File: config.mk
export PLATFORM = sky130hd
export DESIGN_NAME = pcc_config
export DESIGN_NICKNAME = d
export VERILOG_FILES = /design/src/pcc_config.v
export VERILOG_INCLUDE_DIRS = /design/src
export SDC_FILE = /design/constraint.sdc
export NUM_CORES = 1
export LEC_CHECK = 0
export ABC_AREA = 1
export BUFFER_PORTS_ARGS = -buffer_cell sky130_fd_sc_hd__buf_2
export CORE_MARGIN = 1.5
export CORE_UTILIZATION = 25
export CTS_BUF_LIST = sky130_fd_sc_hd__clkbuf_2
export DETAILED_ROUTE_END_ITERATION = 7
export GPL_ROUTABILITY_DRIVEN = 0
export PLACE_DENSITY = 0.5
export SYNTH_ARGS = -nofsm -noshare
export SYNTH_HDL_FRONTEND = slang
export SYNTH_SLANG_ARGS = --single-unit
File: constraint.sdc
create_clock -name mclk -period 3.2 [get_ports mclk]
set_input_delay 0.8 -clock mclk [delete_from_list [all_inputs] [get_ports mclk]]
set_output_delay 0.8 -clock mclk [all_outputs]
set_load 0.005 [all_outputs]
File: src/pcc_defines.vh
// Constants for the configuration control block: offsets, field positions, resets
`ifndef PCC_DEFINES_VH
`define PCC_DEFINES_VH
// ****************************************************************
// Configuration space dword offsets (byte offset / 4)
// ****************************************************************
`define PCC_OFF_CMD_STAT   6'h01
`define PCC_OFF_MEM_BAR    6'h04
`define PCC_OFF_IO_BAR     6'h05
// ****************************************************************
// Command field positions
// ****************************************************************
`define PCC_CMD_IO         0
`define PCC_CMD_MEM        1
`define PCC_CMD_MASTER     2
`define PCC_CMD_SPECIAL    3
`define PCC_CMD_MWI        4
`define PCC_CMD_PALETTE    5
`define PCC_CMD_PARITY     6
`define PCC_CMD_STEP       7
`define PCC_CMD_SERR       8
`define PCC_CMD_FBB        9
`define PCC_CMD_RESET      16'h0000
`define PCC_CMD_WMASK      16'h037F
// ****************************************************************
// Status field positions
// ****************************************************************
`define PCC_ST_FBB_CAP     7
`define PCC_ST_DPERR       8
`define PCC_ST_DEVSEL_LO   9
`define PCC_ST_DEVSEL_HI   10
`define PCC_ST_SIG_TABORT  11
`define PCC_ST_RCV_TABORT  12
`define PCC_ST_RCV_MABORT  13
`define PCC_ST_SIG_SERR    14
`define PCC_ST_DET_PERR    15
`define PCC_ST_RESET       16'h0000
// ****************************************************************
// Devsel timing codes and stepping modes
// ****************************************************************
`define PCC_DEVSEL_FAST    2'h0
`define PCC_DEVSEL_MEDIUM  2'h1
`define PCC_DEVSEL_SLOW    2'h2
`define PCC_STEP_NEVER     2'h0
`define PCC_STEP_ALWAYS    2'h1
`define PCC_STEP_BOTH      2'h2
// ****************************************************************
// Base address register low bits, window size bits and reset value
// ****************************************************************
`define PCC_IO_BAR_LOW     2'h1
`define PCC_MEM_TYPE_32    2'h0
`define PCC_MEM_TYPE_1M    2'h1
`define PCC_MEM_TYPE_64    2'h2
`define PCC_IO_SIZE_BITS   6
`define PCC_MEM_SIZE_BITS  12
`define PCC_BAR_RESET      32'h00000000
`endif

File: src/pcc_config.v
// Configuration command, status and base address logic of the target card
`timescale 1ns/1ps
`default_nettype none
`include "pcc_defines.vh"
// ****************************************************************
// Notes on behaviour
// [RULE_01] Command all zeros: no response to any access except configuration.
// [RULE_02] Command bit 0 enables I/O space response; resets to zero.
// [RULE_03] Command bit 1 enables memory space response; resets to zero.
// [RULE_04] Command bit 2 permits bus mastering; zero means no accesses generated.
// [RULE_05] Command bit 3 makes special cycles monitored; zero ignores them.
// [RULE_06] Command bit 4 allows memory-write-and-invalidate; resets to zero.
// [RULE_07] Command bit 5 enables palette snooping: palette accesses not claimed.
// [RULE_08] Command bit 6 enables parity error response; parity still generated.
// [RULE_09] Command bit 7 shows stepping: fixed zero, fixed one, or writable reset one.
// [RULE_10] Command bit 8 enables system error driver; address parity needs 8 and 6.
// [RULE_11] Command bit 9 allows fast back-to-back to different agents.
// [RULE_12] Status reads normally; writing one clears a bit, never sets.
// [RULE_13] Status bit 7 is fixed: one only if fast back-to-back capable.
// [RULE_14] Status bit 8 set on mastered parity error while bit 6 set.
// [RULE_15] Status bits 10:9 give slowest device-select timing, fixed.
// [RULE_16] Status bit 11 set when target ends transfer with target abort.
// [RULE_17] Status bit 12 set when own master transfer gets target abort.
// [RULE_18] Status bit 13 set on master abort, special cycles excluded.
// [RULE_19] Status bit 14 set each time system error is asserted.
// [RULE_20] Status bit 15 set on any detected parity error regardless of bit 6.
// [RULE_21] I/O base register: bit 0 reads one, bit 1 reads zero.
// [RULE_22] Memory base: bit 0 zero, bits 2:1 type, bit 3 prefetch, all read-only.
// [RULE_23] Undecoded address bits read zero so all-ones sizing shows size.
// [RULE_24] Claims a relocatable 64-byte I/O window, no waits, no interrupts.
// [RULE_25] Reserved command and status bits read zero and ignore writes.
// ****************************************************************
module pcc_config #(
  parameter [1:0] STEPPING     = `PCC_STEP_NEVER,
  parameter [1:0] DEVSEL_SPEED = `PCC_DEVSEL_MEDIUM,
  parameter       FBB_CAPABLE  = 0,
  parameter [1:0] MEM_TYPE     = `PCC_MEM_TYPE_32,
  parameter       PREFETCH     = 0,
  parameter       IO_BITS      = `PCC_IO_SIZE_BITS,
  parameter       MEM_BITS     = `PCC_MEM_SIZE_BITS
) (
  input  wire        mclk,
  input  wire        reset,
  // Configuration access port
  input  wire        cfg_write,
  input  wire        cfg_read,
  input  wire [5:0]  cfg_dword,
  input  wire [3:0]  cfg_byte_en,
  input  wire [31:0] cfg_wdata,
  output reg  [31:0] cfg_rdata,
  output reg         cfg_rvalid,
  // Address phase of ordinary bus accesses
  input  wire        acc_valid,
  input  wire        acc_is_io,
  input  wire        acc_is_mem,
  input  wire        acc_palette,
  input  wire [31:0] acc_addr,
  output reg         acc_claim,
  // Special cycle monitor
  input  wire        special_cycle,
  output reg         special_seen,
  // Bus events
  input  wire        ev_target_abort_sent,
  input  wire        ev_master_tabort_rcvd,
  input  wire        ev_master_abort,
  input  wire        ev_master_special,
  input  wire        ev_perr_mastered,
  input  wire        ev_data_parity_err,
  input  wire        ev_addr_parity_err,
  // System error open-drain pin
  output reg         serr_out,
  output reg         serr_oe,
  // Controls toward the master and parity logic
  output reg         master_enable,
  output reg         mwi_enable,
  output reg         fbb_enable,
  output reg         parity_resp_enable,
  output reg         step_enable
);

  // ****************************************************************
  // Helpers
  // ****************************************************************
  function [31:0] pcc_merge;
    input [31:0] old_val;
    input [31:0] new_val;
    input [3:0]  be;
    integer i;
    begin
      pcc_merge = old_val;
      for (i = 0; i < 4; i = i + 1) begin
        if (be[i]) begin
          pcc_merge[i*8 +: 8] = new_val[i*8 +: 8];
        end
      end
    end
  endfunction

  // Mask of decoded address bits for a window of 2**bits bytes
  function [31:0] pcc_size_mask;
    input integer bits;
    begin
      pcc_size_mask = 32'hFFFFFFFF << bits;
    end
  endfunction

  localparam [31:0] IO_MASK  = pcc_size_mask(IO_BITS);
  localparam [31:0] MEM_MASK = pcc_size_mask(MEM_BITS);
  localparam [31:0] MEM_LOW  = {28'h0000000, (PREFETCH != 0), MEM_TYPE, 1'b0};
  localparam [31:0] IO_LOW   = {30'h00000000, `PCC_IO_BAR_LOW};
  localparam        STEP_RW  = (STEPPING == `PCC_STEP_BOTH);
  localparam        STEP_ONE = (STEPPING == `PCC_STEP_ALWAYS);
  // Stepping bit leaves reset at one when it is fixed one or writable
  localparam [15:0] CMD_RESET = `PCC_CMD_RESET | {8'h00, (STEP_RW || STEP_ONE), 7'h00};

  // ****************************************************************
  // Storage
  // ****************************************************************
  reg  [15:0] bus_command_control;
  reg  [15:0] bus_event_status;
  reg  [31:0] io_window_base;
  reg  [31:0] memory_window_base;

  reg  [15:0] next_command;
  reg  [31:0] cmd_merge;
  reg  [15:0] next_status;
  reg  [15:0] status_set;
  reg  [15:0] status_clear;
  reg  [31:0] next_io_base;
  reg  [31:0] next_mem_base;
  reg  [31:0] cmd_stat_word;
  reg         serr_fire;
  wire        wr_cmd;
  wire        wr_io;
  wire        wr_mem;
  wire        io_hit;
  wire        mem_hit;

  assign wr_cmd = cfg_write && (cfg_dword == `PCC_OFF_CMD_STAT);
  assign wr_io  = cfg_write && (cfg_dword == `PCC_OFF_IO_BAR);
  assign wr_mem = cfg_write && (cfg_dword == `PCC_OFF_MEM_BAR);

  // ****************************************************************
  // Command register
  // ****************************************************************
  always @* begin
    cmd_merge    = pcc_merge({16'h0000, bus_command_control},
                             {16'h0000, cfg_wdata[15:0]},
                             cfg_byte_en);
    next_command = bus_command_control;
    if (wr_cmd) begin
      next_command = cmd_merge[15:0] & `PCC_CMD_WMASK; // [RULE_25]
      if (STEP_RW) begin
        next_command[`PCC_CMD_STEP] = cmd_merge[`PCC_CMD_STEP]; // [RULE_09]
      end else begin
        next_command[`PCC_CMD_STEP] = STEP_ONE; // [RULE_09]
      end
    end
  end

  // ****************************************************************
  // Status events and write-one-to-clear
  // ****************************************************************
  always @* begin
    serr_fire = ev_addr_parity_err && bus_command_control[`PCC_CMD_SERR]
                && bus_command_control[`PCC_CMD_PARITY]; // [RULE_10]
    status_set = 16'h0000;
    status_set[`PCC_ST_DPERR] = ev_perr_mastered
                                && bus_command_control[`PCC_CMD_MASTER]
                                && bus_command_control[`PCC_CMD_PARITY]; // [RULE_14]
    status_set[`PCC_ST_SIG_TABORT] = ev_target_abort_sent; // [RULE_16]
    status_set[`PCC_ST_RCV_TABORT] = ev_master_tabort_rcvd
                                     && bus_command_control[`PCC_CMD_MASTER]; // [RULE_17]
    status_set[`PCC_ST_RCV_MABORT] = ev_master_abort && !ev_master_special
                                     && bus_command_control[`PCC_CMD_MASTER]; // [RULE_18]
    status_set[`PCC_ST_SIG_SERR] = serr_fire; // [RULE_19]
    status_set[`PCC_ST_DET_PERR] = ev_data_parity_err || ev_addr_parity_err; // [RULE_20]
    status_clear = 16'h0000;
    if (wr_cmd) begin
      if (cfg_byte_en[2]) begin
        status_clear[7:0] = cfg_wdata[23:16]; // [RULE_12]
      end
      if (cfg_byte_en[3]) begin
        status_clear[15:8] = cfg_wdata[31:24]; // [RULE_12]
      end
    end
    // A new event beats a clear in the same cycle
    next_status = (bus_event_status & ~status_clear) | status_set; // [RULE_12]
    next_status[7:0] = 8'h00; // [RULE_25]
    next_status[`PCC_ST_DEVSEL_HI:`PCC_ST_DEVSEL_LO] = 2'h0;
  end

  // ****************************************************************
  // Base address registers
  // ****************************************************************
  always @* begin
    next_io_base  = io_window_base;
    next_mem_base = memory_window_base;
    if (wr_io) begin
      next_io_base = pcc_merge(io_window_base, cfg_wdata, cfg_byte_en)
                     & IO_MASK; // [RULE_23] [RULE_24]
    end
    if (wr_mem) begin
      next_mem_base = pcc_merge(memory_window_base, cfg_wdata, cfg_byte_en)
                      & MEM_MASK; // [RULE_23]
    end
  end

  // ****************************************************************
  // Read data
  // ****************************************************************
  always @* begin
    cmd_stat_word = {bus_event_status, bus_command_control};
    cmd_stat_word[16 + `PCC_ST_FBB_CAP] = (FBB_CAPABLE != 0); // [RULE_13]
    cmd_stat_word[16 + `PCC_ST_DEVSEL_HI:16 + `PCC_ST_DEVSEL_LO] = DEVSEL_SPEED; // [RULE_15]
  end

  // Window hits; only the upper decoded bits are compared
  assign io_hit  = ((acc_addr & IO_MASK) == io_window_base);
  assign mem_hit = ((acc_addr & MEM_MASK) == memory_window_base);

  // ****************************************************************
  // Registers
  // ****************************************************************
  always @(posedge mclk) begin
    if (reset) begin
      bus_command_control <= CMD_RESET; // [RULE_09]
      bus_event_status    <= `PCC_ST_RESET;
      io_window_base      <= `PCC_BAR_RESET;
      memory_window_base  <= `PCC_BAR_RESET;
      cfg_rdata           <= 32'h00000000;
      cfg_rvalid          <= 1'b0;
      acc_claim           <= 1'b0;
      special_seen        <= 1'b0;
      serr_out            <= 1'b0;
      serr_oe             <= 1'b0;
      master_enable       <= 1'b0;
      mwi_enable          <= 1'b0;
      fbb_enable          <= 1'b0;
      parity_resp_enable  <= 1'b0;
      step_enable         <= CMD_RESET[`PCC_CMD_STEP];
    end else begin
      bus_command_control <= next_command; // [RULE_02] [RULE_03]
      bus_event_status    <= next_status;
      io_window_base      <= next_io_base;
      memory_window_base  <= next_mem_base;
      cfg_rvalid          <= cfg_read;
      if (cfg_read) begin
        case (cfg_dword)
          `PCC_OFF_CMD_STAT: cfg_rdata <= cmd_stat_word;
          `PCC_OFF_IO_BAR:   cfg_rdata <= io_window_base | IO_LOW; // [RULE_21]
          `PCC_OFF_MEM_BAR:  cfg_rdata <= memory_window_base | MEM_LOW; // [RULE_22]
          default:           cfg_rdata <= 32'h00000000;
        endcase
      end
      // Claim decided in one cycle: the card needs no wait states
      acc_claim <= acc_valid && !(acc_palette
                   && bus_command_control[`PCC_CMD_PALETTE]) // [RULE_07]
                   && ((acc_is_io && bus_command_control[`PCC_CMD_IO]
                        && io_hit) // [RULE_02] [RULE_24] [RULE_01]
                       || (acc_is_mem && bus_command_control[`PCC_CMD_MEM]
                           && mem_hit)); // [RULE_03] [RULE_01]
      special_seen <= special_cycle
                      && bus_command_control[`PCC_CMD_SPECIAL]; // [RULE_05]
      // Open drain: drive low for one cycle, release otherwise
      serr_out <= 1'b0;
      serr_oe  <= serr_fire; // [RULE_10] [RULE_19]
      master_enable <= next_command[`PCC_CMD_MASTER]; // [RULE_04]
      mwi_enable    <= next_command[`PCC_CMD_MWI]
                       && next_command[`PCC_CMD_MASTER]; // [RULE_06]
      fbb_enable    <= next_command[`PCC_CMD_FBB]; // [RULE_11]
      parity_resp_enable <= next_command[`PCC_CMD_PARITY]; // [RULE_08]
      step_enable   <= next_command[`PCC_CMD_STEP]; // [RULE_09]
    end
  end

endmodule // pcc_config
`default_nettype wire

Yosys cells after proc, flatten, opt, wreduce, memory -nomap -nowiden
Index checks and enable logic that the tools add are counted. W data, S select, Z words.

Bits of input ports: 90. Word-level logic and storage cells: 69. Output and inout port bits: 42. Memory bits (read-only): 0. Bits in latches: 0. Flip-flop bits (word level): 113. Bits in writable memories: 0. Memories kept: 0.

Divide/modulo/power cells: 0. Equal/unequal tests: 5. Order comparisons: 0. Bitwise logic cells: 3. Add/sub/neg operators: 0. Muxes and demuxes: 7. $mul: 0. Shifts and indexed selects: 0. Reduce and logical (&&, ||, !) cells: 32.

Operators with widths (number): $pmux W32 S3 (1); $eq A26 B26 Y1 (1); $eq A20 B20 Y1 (1); $logic_and A1 B1 Y1 (19); $reduce_and A2 Y1 (9); $and A16 B16 Y16 (1); $mux W16 (1); $mux W8 (2); $not A16 Y16 (1); $or A16 B16 Y16 (1); $eq A6 B3 Y1 const B (2); $mux W10 (1); $mux W7 (1); $eq A6 B1 Y1 const B (1); $logic_not A1 Y1 (2); $logic_or A1 B1 Y1 (2); $mux W2 (1).

Logic depth before layout (Yosys ltp)
Depth after elaboration: 6. Depth in mapped cells: 11.

Worst setup path after synthesis
Ideal clock, no wire load.

Path kind: input -> register. From: input port cfg_dword[5]. To: register memory_window_base[31]. Cell stages on the path: 7. Setup slack: 1.392 ns. Library setup time: 0.135 ns. Path buffers: 1. Required time: 3.065 ns. Arrival: 1.674 ns. Cells stage by stage: nor2_1 nand3_4 nor2_8 nand2_4 buf_6 nor2_1 a211oi_2.

Longest elaborated chain between the ends: 3.

RTL lines: start: declaration (RTL line pcc_config.v:47) `input wire [5:0] cfg_dword,`; $eq A6 B3 Y1; $logic_and A1 B1 Y1 (RTL line pcc_config.v:141) `` assign wr_mem = cfg_write && (cfg_dword == `PCC_OFF_MEM_BAR); ``; $reduce_and A2 Y1 (no line); end signal: assignment (RTL line pcc_config.v:230) `` memory_window_base <= `PCC_BAR_RESET; ``; end signal: assignment (RTL line pcc_config.v:246) `memory_window_base <= next_mem_base;`; end: declaration (RTL line pcc_config.v:122) `reg [31:0] memory_window_base;`.

Every way passes these cells. A chain may end at the register's enable or synchronous reset.

==> metrics.md <==
| Metric | Value |
|---|---|
| Status | `finished, final reports clean` |
| Nets | `896` |
| HP Class | `in2reg` |
| Worst EP required | `2.40 ns` |
| Core area | `18,600 sq um` |
| Max Clock Skew | `0.0329 ns` |
| Setup TNS | `0 ns` |
| Setup bufs post-CTS | `0` |
| DRT Pass-1 Iters | `4` |
| Final non-filler cell total | `1,046` |
| Setup slack after layout | `1.09 ns` |
| Via count of the first global-routing pass | `4,553` |
| H-tree lvl count | `3` |
| Post-CTS Resized | `0` |
| Final hold viol count | `0` |
| Setup Crit Path Kind | `reg2out` |
| CTS hold repair buffers | `0` |
| Seq/Total Area, Yosys | `41.6%` |
| Clk buf depth | `2` |
| Hpwl dp | `11,900 um` |
| Minimum clock period | `2.11 ns` |
| Vias | `4,641` |
| Synth Area per Inst | `6.78 sq um` |
| Final ANT Viol Nets | `0` |
| Worst-Skew Late Latency | `0.63 ns` |
| Max_slew headroom | `38.3%` |
| Antenna violations before repair | `3` |
| Final period util | `66.1%` |
| Slowest CP cell | `dfxtp_1` |
| Clock transition at path regs | `0.29 ns` |
| Max FO, Critical Path | `6` |
| Worst path max stage delay | `0.54 ns` |
| Rows | `50` |
| Maximum VDD drop | `approximately 0.19 mV` |
| Post-Place Cells | `slightly above 1,000` |
| First-pass GRT wire length | `~25,000 um` |
| Yosys reg bits | `98` |
| Crit-path cells | `buf_2` |
| Power Density | `between 300 and 400 nW/um^2` |
| RSZ-0062 raised after global routing | `false` |
| Port Buf Inserts | `around 120` |
| Layout cells sized above 1 | `19.6%` |
| Yosys warns | `0` |
| Top delay family on crit path | `flip-flops` |
| Routed WL | `between 15,000 and 20,000 um` |
| Initial Utilization | `between 20 and 30%` |
| # setup viols final | `0` |
| Max-Cap Viols | `0` |
| Clk sink count | `roughly 100` |
| Die area | `19,700 sq um` |
| Leakage | `0.00253 uW` |
| Die Ht | `140 um` |
| Commonest non-fill, non-tap cells in the layout | `nand2_1 (224), buf_2 (123), dfxtp_1 (98), inv_1 (85), a21oi_1 (84)` |
| Remaining global-route overflow | `0` |
| Critical Path End Type | `output pin` |
| GRT Util Overall | `~16%` |
| Largest net degree at the start of global routing | `45` |
| Crit start category | `flip-flop` |
| WL/cell | `15.2 um` |
| Peak Freq | `0.473 GHz` |
| Place WS | `0.855 ns` |
| Worst-Margin Slew | `0.924 ns` |
| Ports | `132` |
| TritonCTS buffer count | `9` |
| Worst path bufs/invs | `1` |
| P&R area growth vs syn | `18.7%` |
| Vias per Instance | `4.44` |
| DRC | `0` |
| Starting DRC count in detailed routing | `198` |
| Die X | `140 um` |
| Fillcell total | `2,118` |
| Root buffer cell | `clkbuf_2` |
| Mapped Area | `between 4000 and 5000 sq um` |
| Commonest non-fill, non-tap cell in the layout | `nand2_1` |
| CP Data Arrival Time | `~1.3 ns` |
| Pins over their slew limit | `0` |
| Netlist cell types | `27` |
| Synth Instances | `696` |
| CTS tree | `done` |
kinds of logic (layout without fill, tap and decap cells):
logic type | after synthesis | after routing | synth area share (%)
AND/OR/NAND/NOR | 303 | 303 | 27.5
AO/OA/AOI/OAI | 177 | 177 | 20.0
flip-flops | 98 | 98 | 41.6
other | 1 | 4 | 0.0795
XOR/XNOR | 2 | 2 | 0.371
buffers and inverters | 115 | 228 | 10.5
metrics by stage:
stage | util [%] | hold slack (ns) | instance area, sq um | power [uW]
2_1_floorplan | - | 0.423 | 4720 | 1370
3_3_place_gp | 29.6 | 0.449 | 5500 | 1470
3_5_place_dp | 29.6 | 0.452 | 5500 | 1480
4_1_cts | 30.1 | 0.303 | 5600 | 2100
5_1_grt | 30.1 | 0.309 | 5600 | 2170
6_report | 30.1 | 0.356 | 5600 | 2070
flip-flops by register name (all words and copies together), names as in the netlist, 6 cells and up:
register and count:
cfg_rdata 32, io_window_base 26, memory_window_base 20, bus_command_control 9, bus_event_status 6
synth_stat cells:
cell type / n / area, sq um
clkbuf_1: 17 / 63.8
nand3_1: 13 / 65.1
nand2_4: 8 / 90.1
dfxtp_1: 98 / 1960
nand3_4: 1 / 17.5
nand3b_1: 1 / 7.51
buf_2: 2 / 10.0
clkinv_2: 1 / 5.00
o211ai_1: 7 / 52.6
xor2_1: 1 / 8.76
buf_4: 2 / 15.0
nor2_4: 2 / 22.5
a211oi_1: 3 / 22.5
buf_6: 7 / 78.8
a21oi_1: 84 / 420
conb_1: 1 / 3.75
nand2_1: 224 / 841
o21ai_1: 9 / 45.0
nand2_2: 1 / 6.26
o22ai_1: 13 / 81.3
nor2_8: 3 / 60.1
o21ai_0: 59 / 295
nor2_1: 50 / 188
inv_2: 1 / 3.75
a211oi_2: 2 / 25.0
xnor2_1: 1 / 8.76
inv_1: 85 / 319
power by group:
part | switching, uW | internal [uW] | total (uW)
Clock | 444 | 178 | 621
Sequential | 5.03 | 1240 | 1240
Combinational | 133 | 78.8 | 212
Total | 582 | 1490 | 2070
area by class of cell:
cell class / count / area, sq um / share of cell area (%)
Antenna cell: 2 / 5.00 / 0.0893
Clock buffer: 11 / 55.1 / 0.983
Clock inverter: 4 / 43.8 / 0.782
Inverter: 87 / 328 / 5.85
Multi-Input combinational cell: 484 / 2260 / 40.4
Sequential cell: 98 / 1960 / 35.0
Tap cell: 234 / 293 / 5.23
Timing Repair Buffer: 126 / 651 / 11.6
metal layers:
layer	GRT usage (%)	part of all wire (%)	wire length, um	vias up
li1	-	-	-	2422
met1	21.2	47	7470	2097
met2	27.5	46	7280	106
met3	3.56	5.7	908	16
met4	5.15	1.3	210	0
met5	0	0	0	-
final timing paths:
path,end,depth (start not counted),slack (ns),start
max,master_enable,1,1.09,bus_command_control[2]
min reg2reg,cfg_rdata[4],2,0.47,bus_command_control[4]
max reg2reg,acc_claim,8,1.63,bus_command_control[0]
min,bus_event_status[11],3,0.36,ev_target_abort_sent
(Power assumes the default switching activity.)
